===== src/rtl/usart_regs.svh =====
// constants for the serial transceiver: counts, field limits and reset values
`ifndef USART_REGS_SVH
`define USART_REGS_SVH

// ****************************************************************
// timing
// ****************************************************************
`define CLK_HZ        40000000
`define OS_LAST       4'hF
`define OS_MID        4'h9
`define IR_MAX_BAUD   115200
`define IR_316_TICKS  8'h03
`define IR_BIT_TICKS  5'h10

// ****************************************************************
// frame format and storage
// ****************************************************************
`define NBITS_BASE    4'h4
`define SPI_LAST      4'h7
`define CHAR_MAX      3'h4
`define FIFO_DEPTH    16
`define NCO_W         16
`define LINE_IDLE     1'b1

`endif


===== src/rtl/usart_pkg.sv =====
// types shared by the serial transceiver and its helpers
`default_nettype none
package usart_pkg;

    typedef enum logic [1:0] {MODE_ASYNC, MODE_SYNC_MASTER, MODE_SYNC_SLAVE, MODE_SPI} mode_t;
    typedef enum logic [1:0] {PAR_NONE, PAR_EVEN, PAR_ODD} parity_t;
    typedef enum logic [1:0] {IR_316, IR_FIXED, IR_OFF} ir_mode_t;

    // static configuration, held by software
    typedef struct packed {
        mode_t       mode;
        logic [2:0]  char_sel;   // 0..4 selects 5..9 data bits
        logic        stop2;
        parity_t     parity;
        logic        mpcm;
        logic        msb_first;  // master SPI only
        logic [15:0] baud_inc;   // phase step of the fractional generator
        logic        ir_en;
        ir_mode_t    ir_mode;
        logic [7:0]  ir_width;
    } cfg_t;

    // one received frame as it waits in the receive buffer
    typedef struct packed {
        logic       perr;
        logic       ferr;
        logic [8:0] data;
    } rx_word_t;

endpackage : usart_pkg
`default_nettype wire


===== src/rtl/sync_fifo.sv =====
// flip-flop FIFO with valid/ready on both sides
`timescale 1ns/1ps
`default_nettype none
module sync_fifo #(
    parameter int W = 9,
    parameter int D = 16
) (
    input  wire logic         clk_sys,
    input  wire logic         rst_n,
    input  wire logic         clk_en,
    input  wire logic         in_valid,
    output logic              in_ready,
    input  wire logic [W-1:0] in_data,
    output logic              out_valid,
    input  wire logic         out_ready,
    output logic [W-1:0]      out_data
);
    localparam int AW = $clog2(D);
    localparam logic [AW:0] FULL = (AW+1)'(D);
    localparam logic [AW-1:0] LASTP = AW'(D - 1);

    logic [W-1:0]  mem_q [D];
    logic [AW-1:0] wp_q, wp_d, rp_q, rp_d;
    logic [AW:0]   cnt_q, cnt_d;
    logic          push, pop;

    // honest full and empty from the fill count
    assign in_ready  = cnt_q != FULL;
    assign out_valid = cnt_q != '0;
    assign out_data  = mem_q[rp_q];
    assign push      = in_valid && in_ready;
    assign pop       = out_valid && out_ready;

    // pointer and count update
    always_comb begin
        wp_d  = push ? ((wp_q == LASTP) ? '0 : wp_q + 1'b1) : wp_q;
        rp_d  = pop ? ((rp_q == LASTP) ? '0 : rp_q + 1'b1) : rp_q;
        cnt_d = cnt_q + (AW+1)'(push) - (AW+1)'(pop);
    end

    always_ff @(posedge clk_sys) begin
        if (!rst_n) begin
            wp_q  <= '0;
            rp_q  <= '0;
            cnt_q <= '0;
        end else if (clk_en) begin
            wp_q  <= wp_d;
            rp_q  <= rp_d;
            cnt_q <= cnt_d;
            if (push) begin
                mem_q[wp_q] <= in_data;
            end
        end
    end
endmodule : sync_fifo
`default_nettype wire


===== src/rtl/ir_pulse_codec.sv =====
// infrared pulse modulator and demodulator for one serial line
`timescale 1ns/1ps
`default_nettype none
module ir_pulse_codec
    import usart_pkg::*;
(
    input  wire logic       clk_sys,
    input  wire logic       rst_n,
    input  wire logic       clk_en,
    input  wire logic       enable,
    input  wire ir_mode_t   mode,
    input  wire logic [7:0] width,
    input  wire logic       os_tick,
    input  wire logic       bit_start,
    input  wire logic       tx_line,
    input  wire logic       ir_rx,
    output logic            ir_tx,
    output logic            rx_line
);
`include "usart_regs.svh"

    logic       bs_q, bs_d;
    logic [7:0] pl_q, pl_d;
    logic [1:0] rf_q, rf_d;
    logic [4:0] rl_q, rl_d;

    // pulse timers; 3/16 counts oversample ticks, fixed counts clocks
    always_comb begin
        bs_d = bit_start;
        rf_d = {rf_q[0], ir_rx};
        pl_d = pl_q;
        rl_d = rl_q;
        if (bs_q && !tx_line && mode != IR_OFF) begin
            pl_d = (mode == IR_316) ? `IR_316_TICKS : width;
        end else if (pl_q != 8'h00 && (mode == IR_FIXED || os_tick)) begin
            pl_d = pl_q - 8'h01;
        end
        // two samples high before a pulse counts: spikes are dropped
        if (rf_q == 2'b11) begin
            rl_d = `IR_BIT_TICKS;
        end else if (rl_q != 5'h00 && os_tick) begin
            rl_d = rl_q - 5'h01;
        end
    end

    always_ff @(posedge clk_sys) begin
        if (!rst_n) begin
            bs_q <= 1'b0;
            pl_q <= 8'h00;
            rf_q <= 2'b00;
            rl_q <= 5'h00;
        end else if (clk_en) begin
            bs_q <= bs_d;
            pl_q <= pl_d;
            rf_q <= rf_d;
            rl_q <= rl_d;
        end
    end

    // modulation off passes the line through inverted, emitter active high
    assign ir_tx   = !enable ? 1'b0 : (mode == IR_OFF) ? !tx_line : (pl_q != 8'h00);
    assign rx_line = (mode == IR_OFF) ? !rf_q[0] : (rl_q == 5'h00);
endmodule : ir_pulse_codec
`default_nettype wire


===== src/rtl/usart_core.sv =====
// serial transceiver: async, sync master/slave and master SPI with buffered paths
`timescale 1ns/1ps
`default_nettype none
module usart_core
    import usart_pkg::*;
(
    input  wire logic       clk_sys,
    input  wire logic       rst_n,
    input  wire logic       clk_en,
    input  wire cfg_t       cfg,
    input  wire logic       tx_valid,
    output logic            tx_ready,
    input  wire logic [8:0] tx_data,
    output logic            rx_valid,
    input  wire logic       rx_ready,
    output rx_word_t        rx_word,
    input  wire logic       rxc_en,
    input  wire logic       txc_en,
    input  wire logic       dre_en,
    output logic            rxc_event,
    output logic            txc_event,
    output logic            dre_event,
    input  wire logic       txc_clr,
    output logic            overrun,
    input  wire logic       ovr_clr,
    output logic            txd,
    input  wire logic       rxd,
    output logic            xck_o,
    output logic            xck_oe_n,
    input  wire logic       xck_i,
    output logic            ir_tx,
    input  wire logic       ir_rx
);
`include "usart_regs.svh"

    typedef enum logic [2:0] {ST_IDLE, ST_START, ST_DATA, ST_PAR, ST_STOP} ser_st_t;

    // ****************************************************************
    // helpers
    // ****************************************************************
    function automatic logic [7:0] rev8(input logic [7:0] v);
        logic [7:0] r;
        r = '0;
        for (int i = 0; i < 8; i++) begin
            r[i] = v[7-i];
        end
        return r;
    endfunction : rev8

    function automatic logic maj3(input logic [2:0] v);
        return (v[0] & v[1]) | (v[1] & v[2]) | (v[0] & v[2]);
    endfunction : maj3

    logic       is_async, is_spi, is_master;
    logic [3:0] nbits_m1;
    logic [8:0] dmask;
    logic       par_on, par_odd;

    // format decode; SPI ignores the async-only settings
    assign is_async  = cfg.mode == MODE_ASYNC;
    assign is_spi    = cfg.mode == MODE_SPI;
    assign is_master = cfg.mode == MODE_SYNC_MASTER || is_spi;
    assign nbits_m1  = is_spi ? `SPI_LAST : 4'(cfg.char_sel) + `NBITS_BASE;
    assign dmask     = 9'h1FF >> (`CHAR_MAX - cfg.char_sel);
    assign par_on    = cfg.parity != PAR_NONE && !is_spi;
    assign par_odd   = cfg.parity == PAR_ODD;

    // ****************************************************************
    // baud generator and serial clock
    // ****************************************************************
    logic [15:0] acc_q, acc_d;
    logic [16:0] acc_sum;
    logic        tick, xck_q, xck_d, xs_q, xs_d, xsp_q, xsp_d;
    logic        rise, fall, tx_busy;

    // phase accumulator: the carry is the tick, at baud_inc/65536 of clk_sys
    assign acc_sum = {1'b0, acc_q} + {1'b0, cfg.baud_inc};
    assign tick    = acc_sum[16];

    always_comb begin
        acc_d = acc_sum[15:0];
        xs_d  = xck_i;
        xsp_d = xs_q;
        // master clock toggles once per tick: never above clk_sys/2
        if (!is_master || !tx_busy) begin
            xck_d = 1'b0;
        end else begin
            xck_d = tick ? !xck_q : xck_q;
        end
    end

    always_ff @(posedge clk_sys) begin
        if (!rst_n) begin
            acc_q <= 16'h0000;
            xck_q <= 1'b0;
            xs_q  <= 1'b0;
            xsp_q <= 1'b0;
        end else if (clk_en) begin
            acc_q <= acc_d;
            xck_q <= xck_d;
            xs_q  <= xs_d;
            xsp_q <= xsp_d;
        end
    end

    // slave edges come from the partner's clock
    assign rise = is_master ? (tick && tx_busy && !xck_q) : (xs_q && !xsp_q);
    assign fall = is_master ? (tick && tx_busy && xck_q) : (!xs_q && xsp_q);
    assign xck_o    = xck_q;
    assign xck_oe_n = !is_master;

    // ****************************************************************
    // transmit buffer and shifter
    // ****************************************************************
    logic       txf_valid, txf_ready;
    logic [8:0] txf_data;
    ser_st_t    tx_st_q, tx_st_d;
    logic [8:0] tx_sh_q, tx_sh_d, ld_data;
    logic [3:0] tx_cnt_q, tx_cnt_d, tx_os_q, tx_os_d;
    logic       tx_par_q, tx_par_d, txd_q, txd_d, tx_two_q, tx_two_d;
    logic       tx_step, tx_fin, tx_pop, tx_done, tx_bit0;

    sync_fifo #(.W(9), .D(`FIFO_DEPTH)) u_tx_fifo (
        .clk_sys   (clk_sys),
        .rst_n     (rst_n),
        .clk_en    (clk_en),
        .in_valid  (tx_valid),
        .in_ready  (txf_ready),
        .in_data   (tx_data),
        .out_valid (txf_valid),
        .out_ready (tx_pop),
        .out_data  (txf_data)
    );

    assign tx_ready = txf_ready;
    assign tx_busy  = tx_st_q != ST_IDLE;
    // async bit lasts 16 ticks: bit rate at most clk_sys/16
    assign tx_step  = is_async ? (tick && tx_os_q == `OS_LAST) : fall;
    assign ld_data  = (is_spi && cfg.msb_first) ? {1'b0, rev8(txf_data[7:0])}
                                               : (txf_data & dmask);

    // frame sequencer; a finished frame reloads at once if data waits
    always_comb begin
        tx_st_d  = tx_st_q;
        tx_sh_d  = tx_sh_q;
        tx_cnt_d = tx_cnt_q;
        tx_os_d  = (tx_busy && tick) ? tx_os_q + 4'h1 : tx_os_q;
        tx_par_d = tx_par_q;
        txd_d    = txd_q;
        tx_two_d = tx_two_q;
        tx_fin   = 1'b0;
        tx_pop   = 1'b0;
        tx_done  = 1'b0;
        tx_bit0  = 1'b0;
        if (tx_step) begin
            tx_bit0 = tx_busy;
            unique case (tx_st_q)
                ST_IDLE: ;
                ST_START: begin
                    txd_d    = tx_sh_q[0];
                    tx_sh_d  = tx_sh_q >> 1;
                    tx_cnt_d = 4'h0;
                    tx_st_d  = ST_DATA;
                end
                ST_DATA: begin
                    if (tx_cnt_q != nbits_m1) begin
                        tx_cnt_d = tx_cnt_q + 4'h1;
                        txd_d    = tx_sh_q[0];
                        tx_sh_d  = tx_sh_q >> 1;
                    end else if (is_spi) begin
                        tx_fin = 1'b1;
                    end else if (par_on) begin
                        txd_d   = tx_par_q;
                        tx_st_d = ST_PAR;
                    end else begin
                        txd_d    = `LINE_IDLE;
                        tx_two_d = 1'b0;
                        tx_st_d  = ST_STOP;
                    end
                end
                ST_PAR: begin
                    txd_d    = `LINE_IDLE;
                    tx_two_d = 1'b0;
                    tx_st_d  = ST_STOP;
                end
                ST_STOP: begin
                    if (cfg.stop2 && !tx_two_q) begin
                        tx_two_d = 1'b1;
                    end else begin
                        tx_fin = 1'b1;
                    end
                end
            endcase
        end
        if (tx_fin || !tx_busy) begin
            if (txf_valid) begin
                // reload in the same cycle: no gap between frames
                tx_pop   = 1'b1;
                tx_bit0  = 1'b1;
                tx_os_d  = 4'h0;
                tx_cnt_d = 4'h0;
                tx_par_d = (^ld_data) ^ par_odd;
                if (is_spi) begin
                    txd_d   = ld_data[0];
                    tx_sh_d = ld_data >> 1;
                    tx_st_d = ST_DATA;
                end else begin
                    txd_d   = 1'b0;
                    tx_sh_d = ld_data;
                    tx_st_d = ST_START;
                end
            end else begin
                txd_d   = `LINE_IDLE;
                tx_st_d = ST_IDLE;
                tx_done = tx_busy;
            end
        end
    end

    always_ff @(posedge clk_sys) begin
        if (!rst_n) begin
            tx_st_q  <= ST_IDLE;
            tx_sh_q  <= 9'h000;
            tx_cnt_q <= 4'h0;
            tx_os_q  <= 4'h0;
            tx_par_q <= 1'b0;
            txd_q    <= `LINE_IDLE;
            tx_two_q <= 1'b0;
        end else if (clk_en) begin
            tx_st_q  <= tx_st_d;
            tx_sh_q  <= tx_sh_d;
            tx_cnt_q <= tx_cnt_d;
            tx_os_q  <= tx_os_d;
            tx_par_q <= tx_par_d;
            txd_q    <= txd_d;
            tx_two_q <= tx_two_d;
        end
    end

    assign txd = txd_q;

    // ****************************************************************
    // infrared codec
    // ****************************************************************
    logic ir_line, rx_src;

    ir_pulse_codec u_ir (
        .clk_sys   (clk_sys),
        .rst_n     (rst_n),
        .clk_en    (clk_en),
        .enable    (cfg.ir_en),
        .mode      (cfg.ir_mode),
        .width     (cfg.ir_width),
        .os_tick   (tick),
        .bit_start (tx_bit0),
        .tx_line   (txd_q),
        .ir_rx     (ir_rx),
        .ir_tx     (ir_tx),
        .rx_line   (ir_line)
    );

    // only this instance can take the codec
    assign rx_src = cfg.ir_en ? ir_line : rxd;

    // ****************************************************************
    // receive shifter and buffer
    // ****************************************************************
    ser_st_t    rx_st_q, rx_st_d;
    logic [2:0] rx_h_q, rx_h_d, rx_v_q, rx_v_d;
    logic [3:0] rx_os_q, rx_os_d, rx_cnt_q, rx_cnt_d;
    logic [8:0] rx_sh_q, rx_sh_d;
    logic       rx_par_q, rx_par_d, rx_perr_q, rx_perr_d, rxp_q, rxp_d;
    logic       rxf, bit_ev, bit_val, rx_end, rx_ferr, rx_push, accept;
    logic       rxf_ready, ovr_q, ovr_d, txc_q, txc_d;
    rx_word_t   rx_new;

    // three-sample majority is the low-pass filter
    assign rxf     = maj3(rx_h_q);
    assign bit_ev  = is_async ? (tick && rx_os_q == `OS_MID) : rise;
    assign bit_val = is_async ? maj3({rx_v_q[1:0], rxf}) : rx_h_q[0];

    always_comb begin
        rx_st_d   = rx_st_q;
        rx_h_d    = {rx_h_q[1:0], rx_src};
        rx_v_d    = tick ? {rx_v_q[1:0], rxf} : rx_v_q;
        rx_os_d   = tick ? rx_os_q + 4'h1 : rx_os_q;
        rxp_d     = rxf;
        rx_cnt_d  = rx_cnt_q;
        rx_sh_d   = rx_sh_q;
        rx_par_d  = rx_par_q;
        rx_perr_d = rx_perr_q;
        rx_end    = 1'b0;
        rx_ferr   = 1'b0;
        unique case (rx_st_q)
            ST_IDLE: begin
                rx_cnt_d  = 4'h0;
                rx_par_d  = 1'b0;
                rx_perr_d = 1'b0;
                if (is_async && rxp_q && !rxf) begin
                    rx_os_d = 4'h0;
                    rx_st_d = ST_START;
                end else if (is_spi && tx_busy) begin
                    rx_st_d = ST_DATA;
                end else if (!is_async && !is_spi && rise && !bit_val) begin
                    rx_st_d = ST_DATA;
                end
            end
            ST_START: if (bit_ev) begin
                // still high at mid-bit: a spike, not a start
                rx_st_d = bit_val ? ST_IDLE : ST_DATA;
            end
            ST_DATA: if (bit_ev) begin
                rx_sh_d  = {bit_val, rx_sh_q[8:1]};
                rx_par_d = rx_par_q ^ bit_val;
                rx_cnt_d = rx_cnt_q + 4'h1;
                if (rx_cnt_q == nbits_m1) begin
                    rx_end  = is_spi;
                    rx_st_d = is_spi ? ST_IDLE : (par_on ? ST_PAR : ST_STOP);
                end
            end
            ST_PAR: if (bit_ev) begin
                rx_perr_d = bit_val != (rx_par_q ^ par_odd);
                rx_st_d   = ST_STOP;
            end
            ST_STOP: if (bit_ev) begin
                // the second stop bit is not checked, idle time is legal
                rx_ferr = !bit_val;
                rx_end  = 1'b1;
                rx_st_d = ST_IDLE;
            end
        endcase
    end

    // right-align the shifted bits; SPI msb-first is turned back round
    always_comb begin
        rx_new.ferr = rx_ferr;
        rx_new.perr = rx_perr_q;
        rx_new.data = rx_sh_d >> (`SPI_LAST + 4'h1 - nbits_m1);
        if (is_spi && cfg.msb_first) begin
            rx_new.data = {1'b0, rev8(rx_new.data[7:0])};
        end
        // a data frame (top bit low) is dropped until software clears mpcm
        accept  = !(cfg.mpcm && !is_spi && !rx_new.data[nbits_m1]);
        rx_push = rx_end && accept;
        ovr_d   = (ovr_q && !ovr_clr) || (rx_push && !rxf_ready);
        txc_d   = (txc_q && !txc_clr) || tx_done;
    end

    always_ff @(posedge clk_sys) begin
        if (!rst_n) begin
            rx_st_q   <= ST_IDLE;
            rx_h_q    <= 3'b111;
            rx_v_q    <= 3'b111;
            rx_os_q   <= 4'h0;
            rxp_q     <= 1'b1;
            rx_cnt_q  <= 4'h0;
            rx_sh_q   <= 9'h000;
            rx_par_q  <= 1'b0;
            rx_perr_q <= 1'b0;
            ovr_q     <= 1'b0;
            txc_q     <= 1'b0;
        end else if (clk_en) begin
            rx_st_q   <= rx_st_d;
            rx_h_q    <= rx_h_d;
            rx_v_q    <= rx_v_d;
            rx_os_q   <= rx_os_d;
            rxp_q     <= rxp_d;
            rx_cnt_q  <= rx_cnt_d;
            rx_sh_q   <= rx_sh_d;
            rx_par_q  <= rx_par_d;
            rx_perr_q <= rx_perr_d;
            ovr_q     <= ovr_d;
            txc_q     <= txc_d;
        end
    end

    // a full buffer loses the new frame, never an old one
    sync_fifo #(.W(11), .D(`FIFO_DEPTH)) u_rx_fifo (
        .clk_sys   (clk_sys),
        .rst_n     (rst_n),
        .clk_en    (clk_en),
        .in_valid  (rx_push),
        .in_ready  (rxf_ready),
        .in_data   (rx_new),
        .out_valid (rx_valid),
        .out_ready (rx_ready),
        .out_data  (rx_word)
    );

    // ****************************************************************
    // event outputs
    // ****************************************************************
    assign rxc_event = rxc_en && rx_valid;
    assign txc_event = txc_en && txc_q;
    assign dre_event = dre_en && txf_ready;
    assign overrun   = ovr_q;
endmodule : usart_core
`default_nettype wire


===== config.mk =====
export PLATFORM = sky130hd
export DESIGN_NAME = usart_core
export DESIGN_NICKNAME = d
export VERILOG_FILES = /design/src/rtl/usart_pkg.sv /design/src/rtl/sync_fifo.sv /design/src/rtl/ir_pulse_codec.sv /design/src/rtl/usart_core.sv
export VERILOG_INCLUDE_DIRS = /design/src /design/src/rtl
export SDC_FILE = /design/constraint.sdc
export NUM_CORES = 1
export LEC_CHECK = 0
export ABC_CLOCK_PERIOD_IN_PS = 12250
export CAP_MARGIN = 20
export CORE_MARGIN = 3
export CORE_UTILIZATION = 53
export CTS_CLUSTER_SIZE = 14
export DETAILED_ROUTE_END_ITERATION = 7
export DONT_BUFFER_PORTS = 1
export GPL_ROUTABILITY_DRIVEN = 0
export GPL_TIMING_DRIVEN = 0
export PLACE_DENSITY = 0.78
export SLEW_MARGIN = 10
export SYNTH_ARGS = -nofsm -noshare
export SYNTH_HDL_FRONTEND = slang
export SYNTH_SLANG_ARGS = --single-unit
export TNS_END_PERCENT = 100

===== constraint.sdc =====
create_clock -name clk_sys -period 12.25 [get_ports clk_sys]
set_input_delay 0.6125 -clock clk_sys [delete_from_list [all_inputs] [get_ports clk_sys]]
set_output_delay 0.6125 -clock clk_sys [all_outputs]
set_load 0.02 [all_outputs]

==> out/metrics.csv <==
stage,metric,value,unit
status,status,finished clean,
route,via count,13107,
worst_setup_path,arrival time at the worst endpoint,5.46,ns
placed_design,DP Cell Count,2029,
worst_setup_path,worst reg-to-reg setup slack,6.98,ns
grt,GR Overflow Total,0,
worst_setup_path,Startpoint Class,register,
die,Rows,70,
clock_network,CTS sink cnt,442,
synthesis,Yosys top cell by area,edfxtp_1,
clock_network,H-tree depth,2,
timing,setup TNS,0,ns
timing,Final Skew,0.0153,ns
timing,final hold slack,0.140,ns
route,DR iter-0 viols,1298,
synthesis,Synth cell types,77,
timing,fin crit period,5.27,ns
synthesis,sequential-to-total area share from yosys stat,59.5,%
grt,Tot GR Track Use,23.9,%
synthesis,xor/xnor share of the synthesized area,2.33,%
synthesis,most frequent cell after synthesis,edfxtp_1,
timing,Final setup viols,0,
die,starting density of the core,54.6,%
grt,first-pass GRT wire length,75.5,mm
hold_path,Hold Path Sink,u_tx_fifo.mem_q[11][4],
finish,share of cells above drive strength 1,13.9,%
synthesis,Synth area leaders,"edfxtp_1 (47%), dfxtp_1 (12%), mux4_2 (11%)",
die,Placeable Area,37100,µm²
worst_setup_path,R2R Path Start,acc_q[6],
timing,Slew Limit Fails,0,
placed_design,DP HPWL,33.5,mm
grt,number of global-route vias before repair,13121,
synthesis,mapped cell area,20300,µm²
finish,antenna cells,0,
timing,"Hold Vio Cnt, Final",0,
clock_network,CTS max path bufs,3,
synthesis,Post-synth EDFFs,320,
pwr,peak supply drop,195,µV
worst_setup_path,Critical Setup Path Class,register to register,
timing,f_max,0.190,GHz
finish,"non-filler cells, final",2116,
synthesis,Mapped Cells,1514,
clock_network,cts repair resizes,0,
flow_run,MaxCap Viol Count,0,
clock_network,TritonCTS Buffers,45,
worst_setup_path,CP max FO,11,
die,chip width,202,µm
die,Die H,202,µm
worst_setup_path,Critical Path RT,12.44,ns
synthesis,Synth top area share,47.4,%
worst_setup_path,Reg-to-Reg End,u_rx_fifo.mem_q[6][4],
worst_setup_path,r2r worst-path depth,12,
synthesis,mux share of post-synthesis cell area,13.7,%
timing,slew margin rel.,24.8,%
route,DRT antenna net count,0,
hold_path,Tightest Hold Check Type,primary input to register,
clock_network,Post-CTS Setup Bufs,0,
synthesis,Ys Warns,0,
synthesis,"FF+latch count, synth",442,
timing,worst-margin pin slew,1.12,ns
hold_path,hold_sp,tx_data[4],
finish,NumNets Final,1696,
route,drt pass-1 iters,6,
route,DRC violations left,0,
worst_setup_path,Critical Path End Type,register,
hold_path,Hold Crit Depth,0,
synthesis,synthesized area per cell,13.4,µm²
timing,RSZ-0062 raised after global routing,false,
synthesis,main combinational cell family by area after synthesis,multiplexers,
pwr,P per Cell Area,174,nW/µm²
route,vias per inst,6.19,
timing,Tcrit/Tclk final,43.0,%
synthesis,Post-synth top flop,edfxtp_1,
finish,area grow syn2layout,11.2,%
route,Routed WL per cell,23.2,µm
die,die area,40600,µm²
synthesis,Post-synth top cells,"edfxtp_1 (320), nor2_1 (160), dfxtp_1 (122)",
clock_network,Clock transition at path regs,0.06,ns
clock_network,cts hold-fix bufs,0,
die,io pins,80,
finish,Layout fillers,2870,
clock_network,clock latency on the worst-skew pair,0.56,ns
synthesis,adder and majority cell fraction of the synthesized area,3.74,%
synthesis,Mapped Nets,1631,
clock_network,root buffer cell,clkbuf_16,
clock_network,CTS tree,yes,
synthesis,Simple-Gate Fraction of Synth Area,9.88,%
grt,antenna violations before repair,1,
synthesis,"Async S/R FF share, synth",0,%
grt,largest net degree at the start of global routing,19,
placed_design,Port Buffer Count,0,
pwr,Leak Pwr,7.56,nW
synthesis,complex-gate fraction of the synthesized area,8.41,%
route,Routed WL,49.0,mm
==> cell type report <==
type / instances / area, µm² / share of cell area, %
inverters: 57 / 214 / 0.949
clock inverters: 23 / 239 / 1.06
flip-flops and latches: 442 / 12100 / 53.5
clock buffers: 57 / 1210 / 5.37
multi-input cells: 940 / 7750 / 34.4
repair buffers: 18 / 155 / 0.688
plain buffers: 75 / 289 / 1.28
well taps: 504 / 631 / 2.80
==> cell usage in the layout, fill, tap and decap left out, drive strengths merged, types with 9 or more instances in the layout <==
master / instances
nor3: 25
nand2: 98
dfxtp: 122
clkinv: 14
nand2b: 16
nor2b: 9
nand3: 26
edfxtp: 320
ha: 55
a21o: 10
nor2: 162
xor2: 19
o211ai: 9
a211oi: 22
buf: 33
mux4: 100
a21oi: 84
o21ai: 46
and2: 14
o22ai: 13
clkbuf: 117
inv: 59
nand4: 11
mux2i: 46
xnor2: 35
==> routing by layer <==
metal  share of wire, %  wire (µm)  track usage [%]  vias up
met5              0.022         11                0        -
met4                2.7       1350             7.28        2
met3                7.6       3710             4.32       97
met2                 52      25500             43.1      633
met1                 38      18400             29.5     6485
li1                   -          -                -     5890
==> critical path, cell delays in order (launching register included) <==
cell and delay, ns:
dfxtp_1 0.32, ha_1 0.35, o21ai_1 0.15, a2111oi_4 0.52, a21oi_2 0.16, a211oi_4 0.53, mux2_2 0.47, a2111oi_2 0.40
nor4_1 0.11, o41a_2 0.63, nor2_2 0.30, buf_2 0.27, and4_1 0.68
==> cell families (layout without fill, tap and decap cells) <==
logic type / Yosys count / after routing
adder cells (fa/ha/maj): 59 / 59
AO/OA/AOI/OAI: 256 / 256
XOR/XNOR: 54 / 54
AND/OR/NAND/NOR: 420 / 420
buffers and inverters: 132 / 230
multiplexers: 151 / 151
flip-flops: 442 / 442
==> power breakdown <==
| group | internal [mW] | switching [mW] | total, mW |
|---|---|---|---|
| combinational | 0.359 | 0.488 | 0.847 |
| clock | 0.786 | 0.569 | 1.36 |
| sequential | 1.66 | 0.0454 | 1.71 |
==> sequential cells by signal (all words and copies together), names as in the netlist, 4 cells and up, named ones only <==
signal	count
rx_sh_q	9
u_tx_fifo.cnt_q	5
tx_os_q	4
u_ir.pl_q	8
u_rx_fifo.mem_q	176
u_tx_fifo.wp_q	4
acc_q	16
u_rx_fifo.rp_q	4
u_rx_fifo.wp_q	4
u_rx_fifo.cnt_q	5
rx_os_q	4
rx_cnt_q	4
tx_sh_q	9
u_tx_fifo.rp_q	4
tx_cnt_q	4
u_tx_fifo.mem_q	144
u_ir.rl_q	5
==> stage by stage <==
stage	worst slack (ns)	area, µm²	total power [mW]	util, %
CTS	7.07	22500	3.92	60.5
global placement	5.46	20900	2.54	56.3
floorplan	7.05	20300	2.39	-
global route	6.66	22500	4.08	60.7
finish	6.98	22500	3.91	60.7
detailed placement	6.66	21000	2.57	56.6
==> how the worst max path moves through the flow <==
stage                         from                     to  slack, ns  cells past startpoint
after floorplan            cfg[17]  u_rx_fifo.mem_q[7][0]       7.05                     10
after global placement     cfg[35]  u_rx_fifo.mem_q[7][6]       5.46                     15
after detailed placement   cfg[35]  u_rx_fifo.mem_q[6][4]       6.66                     17
after CTS                 acc_q[6]  u_rx_fifo.mem_q[4][9]       7.07                     12
after global routing      acc_q[6]     u_rx_fifo.cnt_q[4]       6.66                     20
final                     acc_q[6]  u_rx_fifo.mem_q[6][4]       6.98                     12
No activity file was read; power rests on OpenSTA's default activity.
